File: config.mk
export PLATFORM = sky130hd
export DESIGN_NAME = bit_branch_skip_cpu_control
export DESIGN_NICKNAME = d
export VERILOG_FILES = /design/src/cpu_ctl_pkg.sv /design/src/instr_timing.sv /design/src/bit_branch_skip_cpu_control.sv
export SDC_FILE = /design/constraint.sdc
export NUM_CORES = 1
export LEC_CHECK = 0
export BUFFER_PORTS_ARGS = -buffer_cell sky130_fd_sc_hd__buf_2
export CORE_MARGIN = 2
export CORE_UTILIZATION = 45
export CTS_CLUSTER_DIAMETER = 200
export DETAILED_ROUTE_END_ITERATION = 7
export HOLD_SLACK_MARGIN = 0.15
export PLACE_DENSITY = 0.75
export SLEW_MARGIN = 20
export SYNTH_ARGS = -nofsm -noshare
export SYNTH_HDL_FRONTEND = slang
export SYNTH_SLANG_ARGS = --single-unit
File: constraint.sdc
create_clock -name clk -period 9.7 [get_ports clk]
set_input_delay 0 -clock clk [delete_from_list [all_inputs] [get_ports clk]]
set_output_delay 0 -clock clk [all_outputs]
set_load 0.01 [all_outputs]
File: src/cpu_ctl_pkg.sv
package cpu_ctl_pkg;
  localparam int PC_W = 20;
  localparam int CNT_W = 4;

  // Instruction selector codes presented by the fetch stage
  localparam logic [3:0] OP_BR_CLR = 4'h0;
  localparam logic [3:0] OP_BR_SET = 4'h1;
  localparam logic [3:0] OP_SK_CARRY = 4'h2;
  localparam logic [3:0] OP_SK_NCARRY = 4'h3;
  localparam logic [3:0] OP_SKZ = 4'h4;
  localparam logic [3:0] OP_SKNZ = 4'h5;
  localparam logic [3:0] OP_SKH = 4'h6;
  localparam logic [3:0] OP_SKNH = 4'h7;
  localparam logic [3:0] OP_SEL = 4'h8;
  localparam logic [3:0] OP_NOP = 4'h9;
  localparam logic [3:0] OP_INT_ON = 4'ha;
  localparam logic [3:0] OP_INT_OFF = 4'hb;
  localparam logic [3:0] OP_HALT = 4'hc;
  localparam logic [3:0] OP_STOP = 4'hd;

  // Bit operand addressing variants
  localparam logic [2:0] M_SADDR = 3'h0;
  localparam logic [2:0] M_SFR = 3'h1;
  localparam logic [2:0] M_ACC = 3'h2;
  localparam logic [2:0] M_STAT = 3'h3;
  localparam logic [2:0] M_PTR = 3'h4;
  localparam logic [2:0] M_ESHL = 3'h5;

  // Status word layout
  localparam int SW_CARRY = 0;
  localparam int SW_BANK0 = 3;
  localparam int SW_HALF = 4;
  localparam int SW_BANK1 = 5;
  localparam int SW_ZERO = 6;
  localparam int SW_INTEN = 7;
  localparam logic [7:0] SW_RST = 8'h00;

  // Encoding lengths in bytes
  localparam logic [2:0] LEN_1 = 3'h1;
  localparam logic [2:0] LEN_2 = 3'h2;
  localparam logic [2:0] LEN_3 = 3'h3;
  localparam logic [2:0] LEN_4 = 3'h4;

  // Clock counts: not met / met pairs, then single counts used for both
  localparam logic [CNT_W-1:0] CLK_BIT_NM = 4'h3;
  localparam logic [CNT_W-1:0] CLK_BIT_M = 4'h5;
  localparam logic [CNT_W-1:0] CLK_ES_NM = 4'h4;
  localparam logic [CNT_W-1:0] CLK_ES_M = 4'h6;
  localparam logic [CNT_W-1:0] CLK_PM_HL_NM = 4'h6;
  localparam logic [CNT_W-1:0] CLK_PM_HL_M = 4'h7;
  localparam logic [CNT_W-1:0] CLK_PM_ES_NM = 4'h7;
  localparam logic [CNT_W-1:0] CLK_PM_ES_M = 4'h8;
  localparam logic [CNT_W-1:0] CLK_ONE = 4'h1;
  localparam logic [CNT_W-1:0] CLK_INT = 4'h4;
  localparam logic [CNT_W-1:0] CLK_LP = 4'h3;
endpackage : cpu_ctl_pkg

File: src/instr_timing.sv
`timescale 1ns/100ps
module instr_timing (
  input wire logic [3:0] op,
  input wire logic [2:0] mode,
  input wire logic prog_area,
  output logic [2:0] len,
  output logic [cpu_ctl_pkg::CNT_W-1:0] clk_nm,
  output logic [cpu_ctl_pkg::CNT_W-1:0] clk_m,
  output logic needs_mem
);
  logic bit_op;
  logic short_enc;

  always_comb begin
    bit_op = (op == cpu_ctl_pkg::OP_BR_CLR) || (op == cpu_ctl_pkg::OP_BR_SET);
    short_enc = (mode == cpu_ctl_pkg::M_ACC) || (mode == cpu_ctl_pkg::M_PTR);
    needs_mem = bit_op && (mode != cpu_ctl_pkg::M_ACC) && (mode != cpu_ctl_pkg::M_STAT);
    len = cpu_ctl_pkg::LEN_2;
    clk_nm = cpu_ctl_pkg::CLK_ONE;
    clk_m = cpu_ctl_pkg::CLK_ONE;
    if (bit_op) begin
      len = short_enc ? cpu_ctl_pkg::LEN_3 : cpu_ctl_pkg::LEN_4;
      clk_nm = cpu_ctl_pkg::CLK_BIT_NM;
      clk_m = cpu_ctl_pkg::CLK_BIT_M;
      if (mode == cpu_ctl_pkg::M_ESHL) begin
        clk_nm = cpu_ctl_pkg::CLK_ES_NM;
        clk_m = cpu_ctl_pkg::CLK_ES_M;
      end
      // Program memory column exists only for the clear-test branch
      if (prog_area && op == cpu_ctl_pkg::OP_BR_CLR) begin
        if (mode == cpu_ctl_pkg::M_PTR) begin
          clk_nm = cpu_ctl_pkg::CLK_PM_HL_NM;
          clk_m = cpu_ctl_pkg::CLK_PM_HL_M;
        end else if (mode == cpu_ctl_pkg::M_ESHL) begin
          clk_nm = cpu_ctl_pkg::CLK_PM_ES_NM;
          clk_m = cpu_ctl_pkg::CLK_PM_ES_M;
        end
      end
    end else begin
      case (op)
        cpu_ctl_pkg::OP_NOP: begin
          len = cpu_ctl_pkg::LEN_1;
        end
        cpu_ctl_pkg::OP_INT_ON, cpu_ctl_pkg::OP_INT_OFF: begin
          len = cpu_ctl_pkg::LEN_3;
          clk_nm = cpu_ctl_pkg::CLK_INT;
          clk_m = cpu_ctl_pkg::CLK_INT;
        end
        cpu_ctl_pkg::OP_HALT, cpu_ctl_pkg::OP_STOP: begin
          clk_nm = cpu_ctl_pkg::CLK_LP;
          clk_m = cpu_ctl_pkg::CLK_LP;
        end
        default: begin
          len = cpu_ctl_pkg::LEN_2;
        end
      endcase
    end
  end
endmodule : instr_timing

File: src/bit_branch_skip_cpu_control.sv
// Added by the designer: the address-and-strobe port.
`timescale 1ns/100ps
module bit_branch_skip_cpu_control (
  input wire logic clk,
  input wire logic rst_n,
  input wire logic ce,
  input wire logic start,
  input wire logic [3:0] op,
  input wire logic [2:0] mode,
  input wire logic [2:0] bit_sel,
  input wire logic [7:0] rel_ofs,
  input wire logic [cpu_ctl_pkg::PC_W-1:0] instr_addr,
  input wire logic [cpu_ctl_pkg::PC_W-1:0] eff_addr,
  input wire logic prog_area,
  input wire logic [7:0] acc_in,
  input wire logic sw_ld,
  input wire logic [7:0] sw_wdata,
  input wire logic wake,
  input wire logic [7:0] mem_rdata,
  output logic busy,
  output logic done,
  output logic [cpu_ctl_pkg::PC_W-1:0] next_pc,
  output logic skip_next,
  output logic mem_rd,
  output logic mem_wr,
  output logic [cpu_ctl_pkg::PC_W-1:0] mem_addr,
  output logic [7:0] mem_wdata,
  output logic acc_wr,
  output logic [7:0] acc_wdata,
  output logic [7:0] program_status_word,
  output logic [1:0] bank_choice_field,
  output logic interrupt_master_enable,
  output logic halt_mode,
  output logic stop_mode
);
  typedef enum logic [3:0] {
    ST_IDLE = 4'b0001,
    ST_READ = 4'b0010,
    ST_EVAL = 4'b0100,
    ST_RUN = 4'b1000
  } state_e;

  typedef struct packed {
    state_e state;
    logic [3:0] op;
    logic [2:0] mode;
    logic [2:0] bitn;
    logic [7:0] ofs;
    logic [cpu_ctl_pkg::PC_W-1:0] pc;
    logic [2:0] len;
    logic [cpu_ctl_pkg::CNT_W-1:0] c_nm;
    logic [cpu_ctl_pkg::CNT_W-1:0] c_m;
    logic [cpu_ctl_pkg::CNT_W-1:0] cyc;
    logic taken;
    logic [7:0] data;
    logic [7:0] sw;
    logic busy;
    logic done;
    logic [cpu_ctl_pkg::PC_W-1:0] next_pc;
    logic skip;
    logic mem_rd;
    logic mem_wr;
    logic [cpu_ctl_pkg::PC_W-1:0] mem_addr;
    logic [7:0] mem_wdata;
    logic acc_wr;
    logic [7:0] acc_wdata;
    logic halt;
    logic stop;
  } state_s;

  state_s st_ff;
  state_s nxt_st;
  logic [2:0] t_len;
  logic [cpu_ctl_pkg::CNT_W-1:0] t_nm;
  logic [cpu_ctl_pkg::CNT_W-1:0] t_m;
  logic t_mem;

  instr_timing u_timing (
    .op(op),
    .mode(mode),
    .prog_area(prog_area),
    .len(t_len),
    .clk_nm(t_nm),
    .clk_m(t_m),
    .needs_mem(t_mem)
  );

  function automatic logic [cpu_ctl_pkg::PC_W-1:0] pc_after(
    input logic [cpu_ctl_pkg::PC_W-1:0] pc,
    input logic [2:0] len,
    input logic [7:0] ofs,
    input logic take
  );
    logic [cpu_ctl_pkg::PC_W-1:0] disp;
    disp = take ? {{(cpu_ctl_pkg::PC_W-8){ofs[7]}}, ofs} : '0;
    return pc + {{(cpu_ctl_pkg::PC_W-3){1'b0}}, len} + disp;
  endfunction : pc_after

  function automatic logic bit_cond(input logic [3:0] op, input logic bitv);
    return (op == cpu_ctl_pkg::OP_BR_CLR) ? !bitv : bitv;
  endfunction : bit_cond

  function automatic logic skip_cond(input logic [3:0] op, input logic [7:0] sw);
    logic carry;
    logic zero;
    carry = sw[cpu_ctl_pkg::SW_CARRY];
    zero = sw[cpu_ctl_pkg::SW_ZERO];
    case (op)
      cpu_ctl_pkg::OP_SK_CARRY: return carry;
      cpu_ctl_pkg::OP_SK_NCARRY: return !carry;
      cpu_ctl_pkg::OP_SKZ: return zero;
      cpu_ctl_pkg::OP_SKNZ: return !zero;
      cpu_ctl_pkg::OP_SKH: return !(zero || carry);
      cpu_ctl_pkg::OP_SKNH: return zero || carry;
      default: return 1'b0;
    endcase
  endfunction : skip_cond

  function automatic logic is_skip(input logic [3:0] op);
    return (op >= cpu_ctl_pkg::OP_SK_CARRY) && (op <= cpu_ctl_pkg::OP_SKNH);
  endfunction : is_skip

  function automatic logic is_bit(input logic [3:0] op);
    return (op == cpu_ctl_pkg::OP_BR_CLR) || (op == cpu_ctl_pkg::OP_BR_SET);
  endfunction : is_bit

  function automatic logic [cpu_ctl_pkg::CNT_W-1:0] target(input state_s s);
    return s.taken ? s.c_m : s.c_nm;
  endfunction : target

  // Effects other than the memory write-back land together with the done pulse, in the last counted clock
  function automatic state_s finish(input state_s s);
    state_s f;
    f = s;
    f.state = ST_IDLE;
    f.busy = 1'b0;
    f.done = 1'b1;
    f.cyc = '0;
    f.next_pc = pc_after(s.pc, s.len, s.ofs, s.taken && is_bit(s.op));
    f.skip = is_skip(s.op) && s.taken;
    if (s.op == cpu_ctl_pkg::OP_BR_SET && s.taken) begin
      if (s.mode == cpu_ctl_pkg::M_ACC) begin
        f.acc_wr = 1'b1;
        f.acc_wdata = s.data & ~(8'h01 << s.bitn);
      end
      if (s.mode == cpu_ctl_pkg::M_STAT) begin
        f.sw[s.bitn] = 1'b0;
      end
    end
    case (s.op)
      cpu_ctl_pkg::OP_SEL: begin
        f.sw[cpu_ctl_pkg::SW_BANK1] = s.bitn[1];
        f.sw[cpu_ctl_pkg::SW_BANK0] = s.bitn[0];
      end
      cpu_ctl_pkg::OP_INT_ON: f.sw[cpu_ctl_pkg::SW_INTEN] = 1'b1;
      cpu_ctl_pkg::OP_INT_OFF: f.sw[cpu_ctl_pkg::SW_INTEN] = 1'b0;
      cpu_ctl_pkg::OP_HALT: f.halt = 1'b1;
      cpu_ctl_pkg::OP_STOP: f.stop = 1'b1;
      default: f.halt = s.halt;
    endcase
    return f;
  endfunction : finish

  always_comb begin
    nxt_st = st_ff;
    nxt_st.done = 1'b0;
    nxt_st.skip = 1'b0;
    nxt_st.mem_rd = 1'b0;
    nxt_st.mem_wr = 1'b0;
    nxt_st.acc_wr = 1'b0;
    // Wake first so a mode entry in the same cycle still sticks
    if (wake) begin
      nxt_st.halt = 1'b0;
      nxt_st.stop = 1'b0;
    end
    // Datapath status loads yield to this block's own updates
    if (sw_ld) begin
      nxt_st.sw = sw_wdata;
    end
    case (st_ff.state)
      ST_IDLE: begin
        if (start) begin
          nxt_st.op = op;
          nxt_st.mode = mode;
          nxt_st.bitn = bit_sel;
          nxt_st.ofs = rel_ofs;
          nxt_st.pc = instr_addr;
          nxt_st.len = t_len;
          nxt_st.c_nm = t_nm;
          nxt_st.c_m = t_m;
          nxt_st.cyc = cpu_ctl_pkg::CLK_ONE;
          nxt_st.data = acc_in;
          nxt_st.taken = 1'b0;
          if (t_mem) begin
            nxt_st.mem_rd = 1'b1;
            nxt_st.mem_addr = eff_addr;
            nxt_st.state = ST_READ;
            nxt_st.busy = 1'b1;
          end else begin
            if (is_bit(op)) begin
              nxt_st.taken = (mode == cpu_ctl_pkg::M_ACC) ?
                bit_cond(op, acc_in[bit_sel]) : bit_cond(op, nxt_st.sw[bit_sel]);
            end else begin
              nxt_st.taken = skip_cond(op, nxt_st.sw);
            end
            if (target(nxt_st) == cpu_ctl_pkg::CLK_ONE) begin
              nxt_st = finish(nxt_st);
            end else begin
              nxt_st.state = ST_RUN;
              nxt_st.busy = 1'b1;
            end
          end
        end
      end
      ST_READ: begin
        nxt_st.cyc = st_ff.cyc + cpu_ctl_pkg::CLK_ONE;
        nxt_st.state = ST_EVAL;
      end
      ST_EVAL: begin
        nxt_st.data = mem_rdata;
        nxt_st.taken = bit_cond(st_ff.op, mem_rdata[st_ff.bitn]);
        // Read-modify-write of the whole byte; other bits are written back unchanged
        if (st_ff.op == cpu_ctl_pkg::OP_BR_SET && nxt_st.taken) begin
          nxt_st.mem_wr = 1'b1;
          nxt_st.mem_wdata = mem_rdata & ~(8'h01 << st_ff.bitn);
        end
        nxt_st.cyc = st_ff.cyc + cpu_ctl_pkg::CLK_ONE;
        if (nxt_st.cyc == target(nxt_st)) begin
          nxt_st = finish(nxt_st);
        end else begin
          nxt_st.state = ST_RUN;
        end
      end
      ST_RUN: begin
        nxt_st.cyc = st_ff.cyc + cpu_ctl_pkg::CLK_ONE;
        if (nxt_st.cyc == target(st_ff)) begin
          nxt_st = finish(nxt_st);
        end
      end
      default: begin
        nxt_st.state = ST_IDLE;
        nxt_st.busy = 1'b0;
      end
    endcase
  end

  always_ff @(posedge clk or negedge rst_n) begin
    if (!rst_n) begin
      st_ff <= '0;
      st_ff.state <= ST_IDLE;
      st_ff.sw <= cpu_ctl_pkg::SW_RST;
    end else if (ce) begin
      st_ff <= nxt_st;
    end
  end

  always_comb begin
    busy = st_ff.busy;
    done = st_ff.done;
    next_pc = st_ff.next_pc;
    skip_next = st_ff.skip;
    mem_rd = st_ff.mem_rd;
    mem_wr = st_ff.mem_wr;
    mem_addr = st_ff.mem_addr;
    mem_wdata = st_ff.mem_wdata;
    acc_wr = st_ff.acc_wr;
    acc_wdata = st_ff.acc_wdata;
    program_status_word = st_ff.sw;
    bank_choice_field = {st_ff.sw[cpu_ctl_pkg::SW_BANK1], st_ff.sw[cpu_ctl_pkg::SW_BANK0]};
    interrupt_master_enable = st_ff.sw[cpu_ctl_pkg::SW_INTEN];
    halt_mode = st_ff.halt;
    stop_mode = st_ff.stop;
  end

  // Checking helper: counted clocks since acceptance
  logic [cpu_ctl_pkg::CNT_W-1:0] seen_ff;
  always_ff @(posedge clk or negedge rst_n) begin
    if (!rst_n) begin
      seen_ff <= '0;
    end else if (ce) begin
      if (st_ff.state == ST_IDLE && start) begin
        seen_ff <= cpu_ctl_pkg::CLK_ONE;
      end else if (st_ff.busy) begin
        seen_ff <= seen_ff + cpu_ctl_pkg::CLK_ONE;
      end
    end
  end
endmodule : bit_branch_skip_cpu_control

Yosys cells after proc, flatten, opt, wreduce, memory -nomap -nowiden
Index checks and enable logic that the tools add are counted.
- register bits: 138
- bits of input ports: 89
- output and inout bits: 75
- add/sub/neg operators: 6
- order comparisons: 8
- equal/unequal tests: 45
- shift-type cells: 2
- multiplexer cells: 89
- bitwise logic cells: 13
- reductions and logical operators: 42
- operator list (kind ; count):
    138-bit two-way mux ; 2
    63-bit case mux with 3 select lines ; 1
    49-bit case mux with 3 select lines ; 1
    85-bit two-way mux ; 1
    20-bit two-way mux ; 4
    63-bit two-way mux ; 1
    20-bit adder ; 3
    8-bit two-way mux ; 7
    9-bit two-way mux ; 6
    4-bit two-way mux ; 13
    17-bit case mux with 3 select lines ; 1
    4-bit == test (second input constant) ; 12
    20-bit by 3-bit adder with 20-bit output ; 2
    8-bit AND ; 5
    18-bit two-way mux ; 2
    8-bit inverter ; 4
    4-bit case mux with 4 select lines ; 2
    1-bit two-way mux ; 28
    22-bit two-way mux ; 1
    2-bit inequality test (second input constant) ; 11
    4-bit by 3-bit == test with 1-bit output (second input constant) ; 5
    19-bit two-way mux ; 1
    4-bit by 1-bit == test with 1-bit output (second input constant) ; 4
    1-bit logical AND ; 16
    34 further kinds ; 72

Logic depth before layout (Yosys ltp)
- word-level depth: 17
- depth in mapped cells: 21
- gate-level depth less buffers: 20

By module
A second synthesis with hierarchy kept.
- cells, all modules: 1377
- area total of the unflattened synthesis: 11847.6 um^2
- modules (own cells, without submodules) (module ; instances ; cells each ; area an instance (um^2) ; sequential area each (um^2)):
    bit_branch_skip_cpu_control ; 1 ; 1339 ; 11611.1 ; 3454.6
    instr_timing ; 1 ; 38 ; 236.5 ; 0.0

Worst setup path before layout
OpenSTA, ideal clock, no wires.
- path kind: register to register
- start point: reg st_ff (netlist bit program_status_word[7])
- end point: reg st_ff (netlist bit next_pc[19])
- setup time: 0.082 ns
- data arrival time: 4.552 ns
- required time: 9.618 ns
- slack: 5.066 ns
- cell stages (with the launch flop): 20
- path buffers: 0
- cells stage by stage: dfrtp_1 -> mux4_2 -> mux2i_1 -> o211ai_1 -> and2_1 -> xor2_1 -> nor2_1 -> and2_1 -> fa_1 -> ha_1 -> fa_1 -> a21o_1 -> a2111o_1 -> a31o_2 -> a21oi_1 -> o2111a_1 -> o31ai_1 -> xnor2_1 -> nand2_1 -> a31oi_1
- word-level cells in the longest chain between the ends: 17
- elaborated cells between the ends (all ways): 21
- those cells by class: add/sub (1); eq/ne (2); mux (15); reduce/logical (3)
- RTL lines (element ; RTL line ; text):
    start, declared ; bit_branch_skip_cpu_control.sv:71 ; state_s st_ff;
    start signal, assigned ; bit_branch_skip_cpu_control.sv:253 ; st_ff <= nxt_st;
    8-bit two-way mux * ; bit_branch_skip_cpu_control.sv:177 ; if (sw_ld) begin
    1-bit binary-select mux with 3-bit select * ; bit_branch_skip_cpu_control.sv:202 ; bit_cond(op, acc_in[bit_sel]) : bit_cond(op, nxt_st.sw[bit_sel]);
    1-bit two-way mux (not written as such) * ; bit_branch_skip_cpu_control.sv:202 ;
    1-bit zero test ; bit_branch_skip_cpu_control.sv:100 ; return (op == cpu_ctl_pkg::OP_BR_CLR) ? !bitv : bitv;
    1-bit two-way mux * ; bit_branch_skip_cpu_control.sv:100 ;
    1-bit two-way mux * ; bit_branch_skip_cpu_control.sv:201 ; nxt_st.taken = (mode == cpu_ctl_pkg::M_ACC) ?
    1-bit two-way mux * ; bit_branch_skip_cpu_control.sv:200 ; if (is_bit(op)) begin
    1-bit two-way mux * ; bit_branch_skip_cpu_control.sv:194 ; if (t_mem) begin
    1-bit two-way mux * ; bit_branch_skip_cpu_control.sv:182 ; if (start) begin
    1-bit two-way mux * ; bit_branch_skip_cpu_control.sv:180 ; case (st_ff.state)
    1-bit logical AND ; bit_branch_skip_cpu_control.sv:139 ; f.next_pc = pc_after(s.pc, s.len, s.ofs, s.taken && is_bit(s.op));
    20-bit two-way mux ; bit_branch_skip_cpu_control.sv:95 ; disp = take ? {{(cpu_ctl_pkg::PC_W-8){ofs[7]}}, ofs} : '0;
    20-bit adder ; bit_branch_skip_cpu_control.sv:96 ; return pc + {{(cpu_ctl_pkg::PC_W-3){1'b0}}, len} + disp;
    63-bit two-way mux ; bit_branch_skip_cpu_control.sv:206 ; if (target(nxt_st) == cpu_ctl_pkg::CLK_ONE) begin
    22-bit two-way mux ; bit_branch_skip_cpu_control.sv:194 ;
    138-bit two-way mux ; bit_branch_skip_cpu_control.sv:182 ;
    63-bit case mux with 3 select lines ; bit_branch_skip_cpu_control.sv:180 ;
Mark *: on every way between the ends. The rest lies on a longest branch, timed or not. The select of a mux whose other input is x is not followed.
A chain may end at the register's enable or synchronous reset.

Worst setup path after layout
- start point: in bit_sel[0]
- end point: reg st_ff (netlist bit next_pc[19])
- word-level cells in the longest chain between the ends: 16
- elaborated cells between the ends (all ways): 24
- those cells by class: add/sub (1); eq/ne (2); mux (17); reduce/logical (4)
- RTL lines (element ; RTL line ; text):
    start, declared ; bit_branch_skip_cpu_control.sv:10 ; input wire logic [2:0] bit_sel,
    1-bit binary-select mux with 3-bit select ; bit_branch_skip_cpu_control.sv:202 ;
    1-bit two-way mux (not written as such) ; bit_branch_skip_cpu_control.sv:202 ;
    1-bit zero test ; bit_branch_skip_cpu_control.sv:100 ;
    1-bit two-way mux ; bit_branch_skip_cpu_control.sv:100 ;
    1-bit two-way mux * ; bit_branch_skip_cpu_control.sv:201 ;
    1-bit two-way mux * ; bit_branch_skip_cpu_control.sv:200 ;
    1-bit two-way mux * ; bit_branch_skip_cpu_control.sv:194 ;
    1-bit two-way mux * ; bit_branch_skip_cpu_control.sv:182 ;
    1-bit two-way mux * ; bit_branch_skip_cpu_control.sv:180 ;
    1-bit logical AND ; bit_branch_skip_cpu_control.sv:139 ;
    20-bit two-way mux ; bit_branch_skip_cpu_control.sv:95 ;
    20-bit adder ; bit_branch_skip_cpu_control.sv:96 ;
    63-bit two-way mux ; bit_branch_skip_cpu_control.sv:206 ;
    22-bit two-way mux ; bit_branch_skip_cpu_control.sv:194 ;
    138-bit two-way mux ; bit_branch_skip_cpu_control.sv:182 ;
    63-bit case mux with 3 select lines ; bit_branch_skip_cpu_control.sv:180 ;
Marked as above.

==> summary.md <==
| Metric | Value |
|---|---|
| Status | `finished clean` |
| # IOs | `164` |
| CP Data Required Time | `10.06 ns` |
| Hpwl dp | `22000 microns` |
| Initial Util | `0.460` |
| Largest net degree at the start of global routing | `70` |
| Logic pwr share | `0.481` |
| Die H | `159 microns` |
| Grt peak-use layer | `met2` |
| Synth cell types | `80` |
| Setup CP Type | `in2reg` |
| Sw Ratio | `0.433` |
| Setup TNS | `0 ns` |
| Minimum clock period | `5.44 ns` |
| Final setup margin | `4.26 ns` |
| Synth warn | `0` |
| Max_cap viols | `0` |
| Max Slew Vio Count | `0` |
| Max H-tree Level | `4` |
| Period utilization | `0.561` |
| Final Hold Violating Endpoints | `0` |
| Clock latency on the worst-skew pair | `0.44 ns` |
| Synth Instances | `1214` |
| Global-route wire length before repair | `50000 microns` |
| Crit-path max FO | `8` |
| Pre-Repair DR Iteration Count | `6` |
| Net Count, Synth | `1386` |
| Hold WC Path Type | `in2async` |
| FP Rows | `56` |
| Grt met2 use | `0.407` |
| Seq cells post-synth | `137` |
| Routability Congestion | `0.904` |
| Final-stage net count | `1556` |
| Critical Path End Type | `register` |
| CTS tree | `done` |
| Switch Pwr | `0.00138 W` |
| Slew HR | `0.348` |
| F_max | `184 MHz` |
| Most common flop cell mapped by yosys | `dfrtp_1` |
| Post-CTS resize count | `0` |
| CTS sink cnt | `137` |
| Crit path launch type | `input pin` |
| Port Buf Inserts | `163` |
| Post-DR wirelength/cell | `17.9 microns` |
| Via density | `5.79` |
| Post-CTS setup buffer count | `0` |
| Skew final | `0.0109 ns` |
| Number of synthesized flops with an enable pin | `0` |
| RSZ-0062 raised after global routing | `no` |
| Synth-to-Final Area Change | `19.8%` |
| Clock buffer depth | `2` |
| Post-Place Setup Slack | `4.28 ns` |
| Antenna violation net count after detailed routing | `0` |
| M3 GR Usage | `0.0393` |
| Fraction of layout cells with a size suffix above 1 | `0.206` |
| Max IR drop VDD | `0.130 mV` |
| Leak | `6.09 nW` |
| Iter 0 DRT Violations | `872` |
| Core Region | `23600 sq um` |
| Highest-count cells in the layout ignoring fill and taps | `buf_2 (162), dfrtp_1 (136), nand2_1 (115), dlygate4sd3_1 (93), nor2_1 (89)` |
| Die area | `25400 sq um` |
| Arrival time worst endpoint | `5.81 ns` |
| Die X | `159 microns` |
| Sequential share of power | `0.310` |
| Commonest non-fill, non-tap cell in the layout | `buf_2` |
| Initial antenna violation count | `1` |
| Clock Root Buffer | `clkbuf_16` |
| Worst slew pin tran | `0.958 ns` |
| GRT Overall Usage | `0.242` |
| CTS Hold Bufs | `93` |
| Internal | `0.00181 W` |
| GRT overflow | `0` |
| Asr flop ratio synth | `1.00` |
| # DRC | `0` |
| Final Setup Violations | `0` |
| Synth Area per Inst | `8.96 sq um` |
| Clock Power Share | `0.209` |
| Via count | `9938` |
| Reg clk slew, reported paths | `0.07 ns` |
| Routed WL | `30700 microns` |
| Vias in the first global route | `9960` |
| Pwr Density | `244 nW/um^2` |
| GR Util met1 | `0.304` |
| Cts bufs inserted | `17` |
| Sequential cell area fraction in the yosys report | `0.315` |
| Mapped cell area | `10900 sq um` |
[Yosys cell counts, drive strengths merged, types with 4 or more instances]
library cell  instances  area, sq um
dfrtp               136         3400
nand2               119          457
nor2                 90          338
o21ai                79          395
ha                   76          951
buf                  74          546
a21oi                71          367
mux2                 52          586
xnor2                51          454
nand3                46          230
inv                  42          158
clkbuf               39          146
xor2                 31          272
a21o                 25          188
and2                 24          150
and3                 19          119
nor3                 18         90.1
nor2b                13         81.3
a22oi                12         90.1
mux2i                12          120
o22ai                12          106
a21boi               10         75.1
a31oi                10         62.6
o211ai               10         75.1
a32oi                 9         78.8
nand2b                9         56.3
a211oi                8         60.1
mux4                  8          180
o21bai                8         60.1
or3                   8         50.1
a222oi                7         70.1
fa                    7          140
nand4                 7         43.8
o21a                  7         52.6
o31ai                 7         52.6
nand3b                5         37.5
a2111o                4         45.0
a221oi                4         35.0
a41oi                 4         35.0
nor3b                 4         30.0
[registers in the layout, indices dropped and copies added (netlist names)]
| signal | flops |
|---|---|
| mem_wr | 1 |
| program_status_word | 8 |
| halt_mode | 1 |
| mem_wdata | 8 |
| skip_next | 1 |
| st_ff | 65 |
| acc_wdata | 8 |
| done | 1 |
| acc_wr | 1 |
| busy | 1 |
| mem_rd | 1 |
| mem_addr | 20 |
| next_pc | 20 |
| stop_mode | 1 |
[logic make-up after synthesis]
group / count (synthesis) / synth area share
AND/OR/NAND/NOR: 371 / 0.163
flip-flops: 137 / 0.315
multiplexers: 72 / 0.0815
adder cells (fa/ha/maj): 83 / 0.100
buffers and inverters: 155 / 0.0781
XOR/XNOR: 83 / 0.0689
AO/OA/AOI/OAI: 313 / 0.193
[stage by stage]
| step | util | hold WS, ns | power, W | area (sq um) | std cells |
|---|---|---|---|---|---|
| final | 0.552 | 0.145 | 0.00318 | 13000 | 1717 |
| after floorplan | - | -0.296 | 0.00215 | 10900 | 1214 |
| after detailed placement | 0.486 | 0.0651 | 0.00246 | 11500 | 1591 |
| after global routing | 0.552 | 0.199 | 0.00340 | 13000 | 1717 |
| after CTS | 0.551 | 0.161 | 0.00317 | 13000 | 1716 |
| after global placement | 0.486 | 0.0539 | 0.00241 | 11500 | 1591 |
[final timing paths]
path	to	startpoint	slack (ns)	depth (start not counted)
worst min register to register	done	done	0.48	1
max in group asynchronous	program_status_word[3]	rst_n	8.15	3
min in group clk	program_status_word[2]	sw_ld	0.17	3
worst max-delay path	next_pc[19]	bit_sel[0]	4.26	21
worst min-delay path	st_ff[105]	rst_n	0.14	2
worst max register to register	next_pc[19]	program_status_word[7]	4.30	19
[metal layers]
layer  wire (microns)  share of wire
met5                0              0
met4             1020          0.033
met3             1930          0.063
met2            14700           0.48
met1            13100           0.43
[worst max-delay path: stages]
cell           delay (ns)
dlygate4sd3_1        0.53
buf_2                0.25
mux4_2               0.56
a21oi_1              0.19
o21ai_0              0.11
and2_1               0.27
xor2_1               0.18
nor2_1               0.38
and2_1               0.22
fa_1                 0.43
ha_1                 0.24
fa_1                 0.42
a21o_1               0.21
a2111o_1             0.40
a31o_2               0.29
a21oi_1              0.31
o2111a_1             0.29
o31ai_1              0.11
xnor2_1              0.17
nand2_1              0.07
a31oi_1              0.15
[power groups by stage]
stage | Combinational, W | Clock (W) | Sequential, W
detailed placement | 0.00147 | 0 | 0.000989
floorplan | 0.00124 | 0 | 0.000914
global route | 0.00169 | 0.000695 | 0.00102
global placement | 0.00143 | 0 | 0.000977
CTS | 0.00151 | 0.000672 | 0.000980
finish | 0.00153 | 0.000664 | 0.000988
[final cells by class]
class | count | area (sq um)
Timing Repair Buffer | 264 | 1810
Clock inverter | 15 | 179
Fill cell | 2073 | 10600
Sequential cell | 137 | 3430
Multi-Input combinational cell | 922 | 6620
Antenna cell | 1 | 2.50
Clock buffer | 17 | 425
Tap cell | 319 | 399
Inverter | 42 | 158
Note: power is estimated with default switching activity, not from simulation.
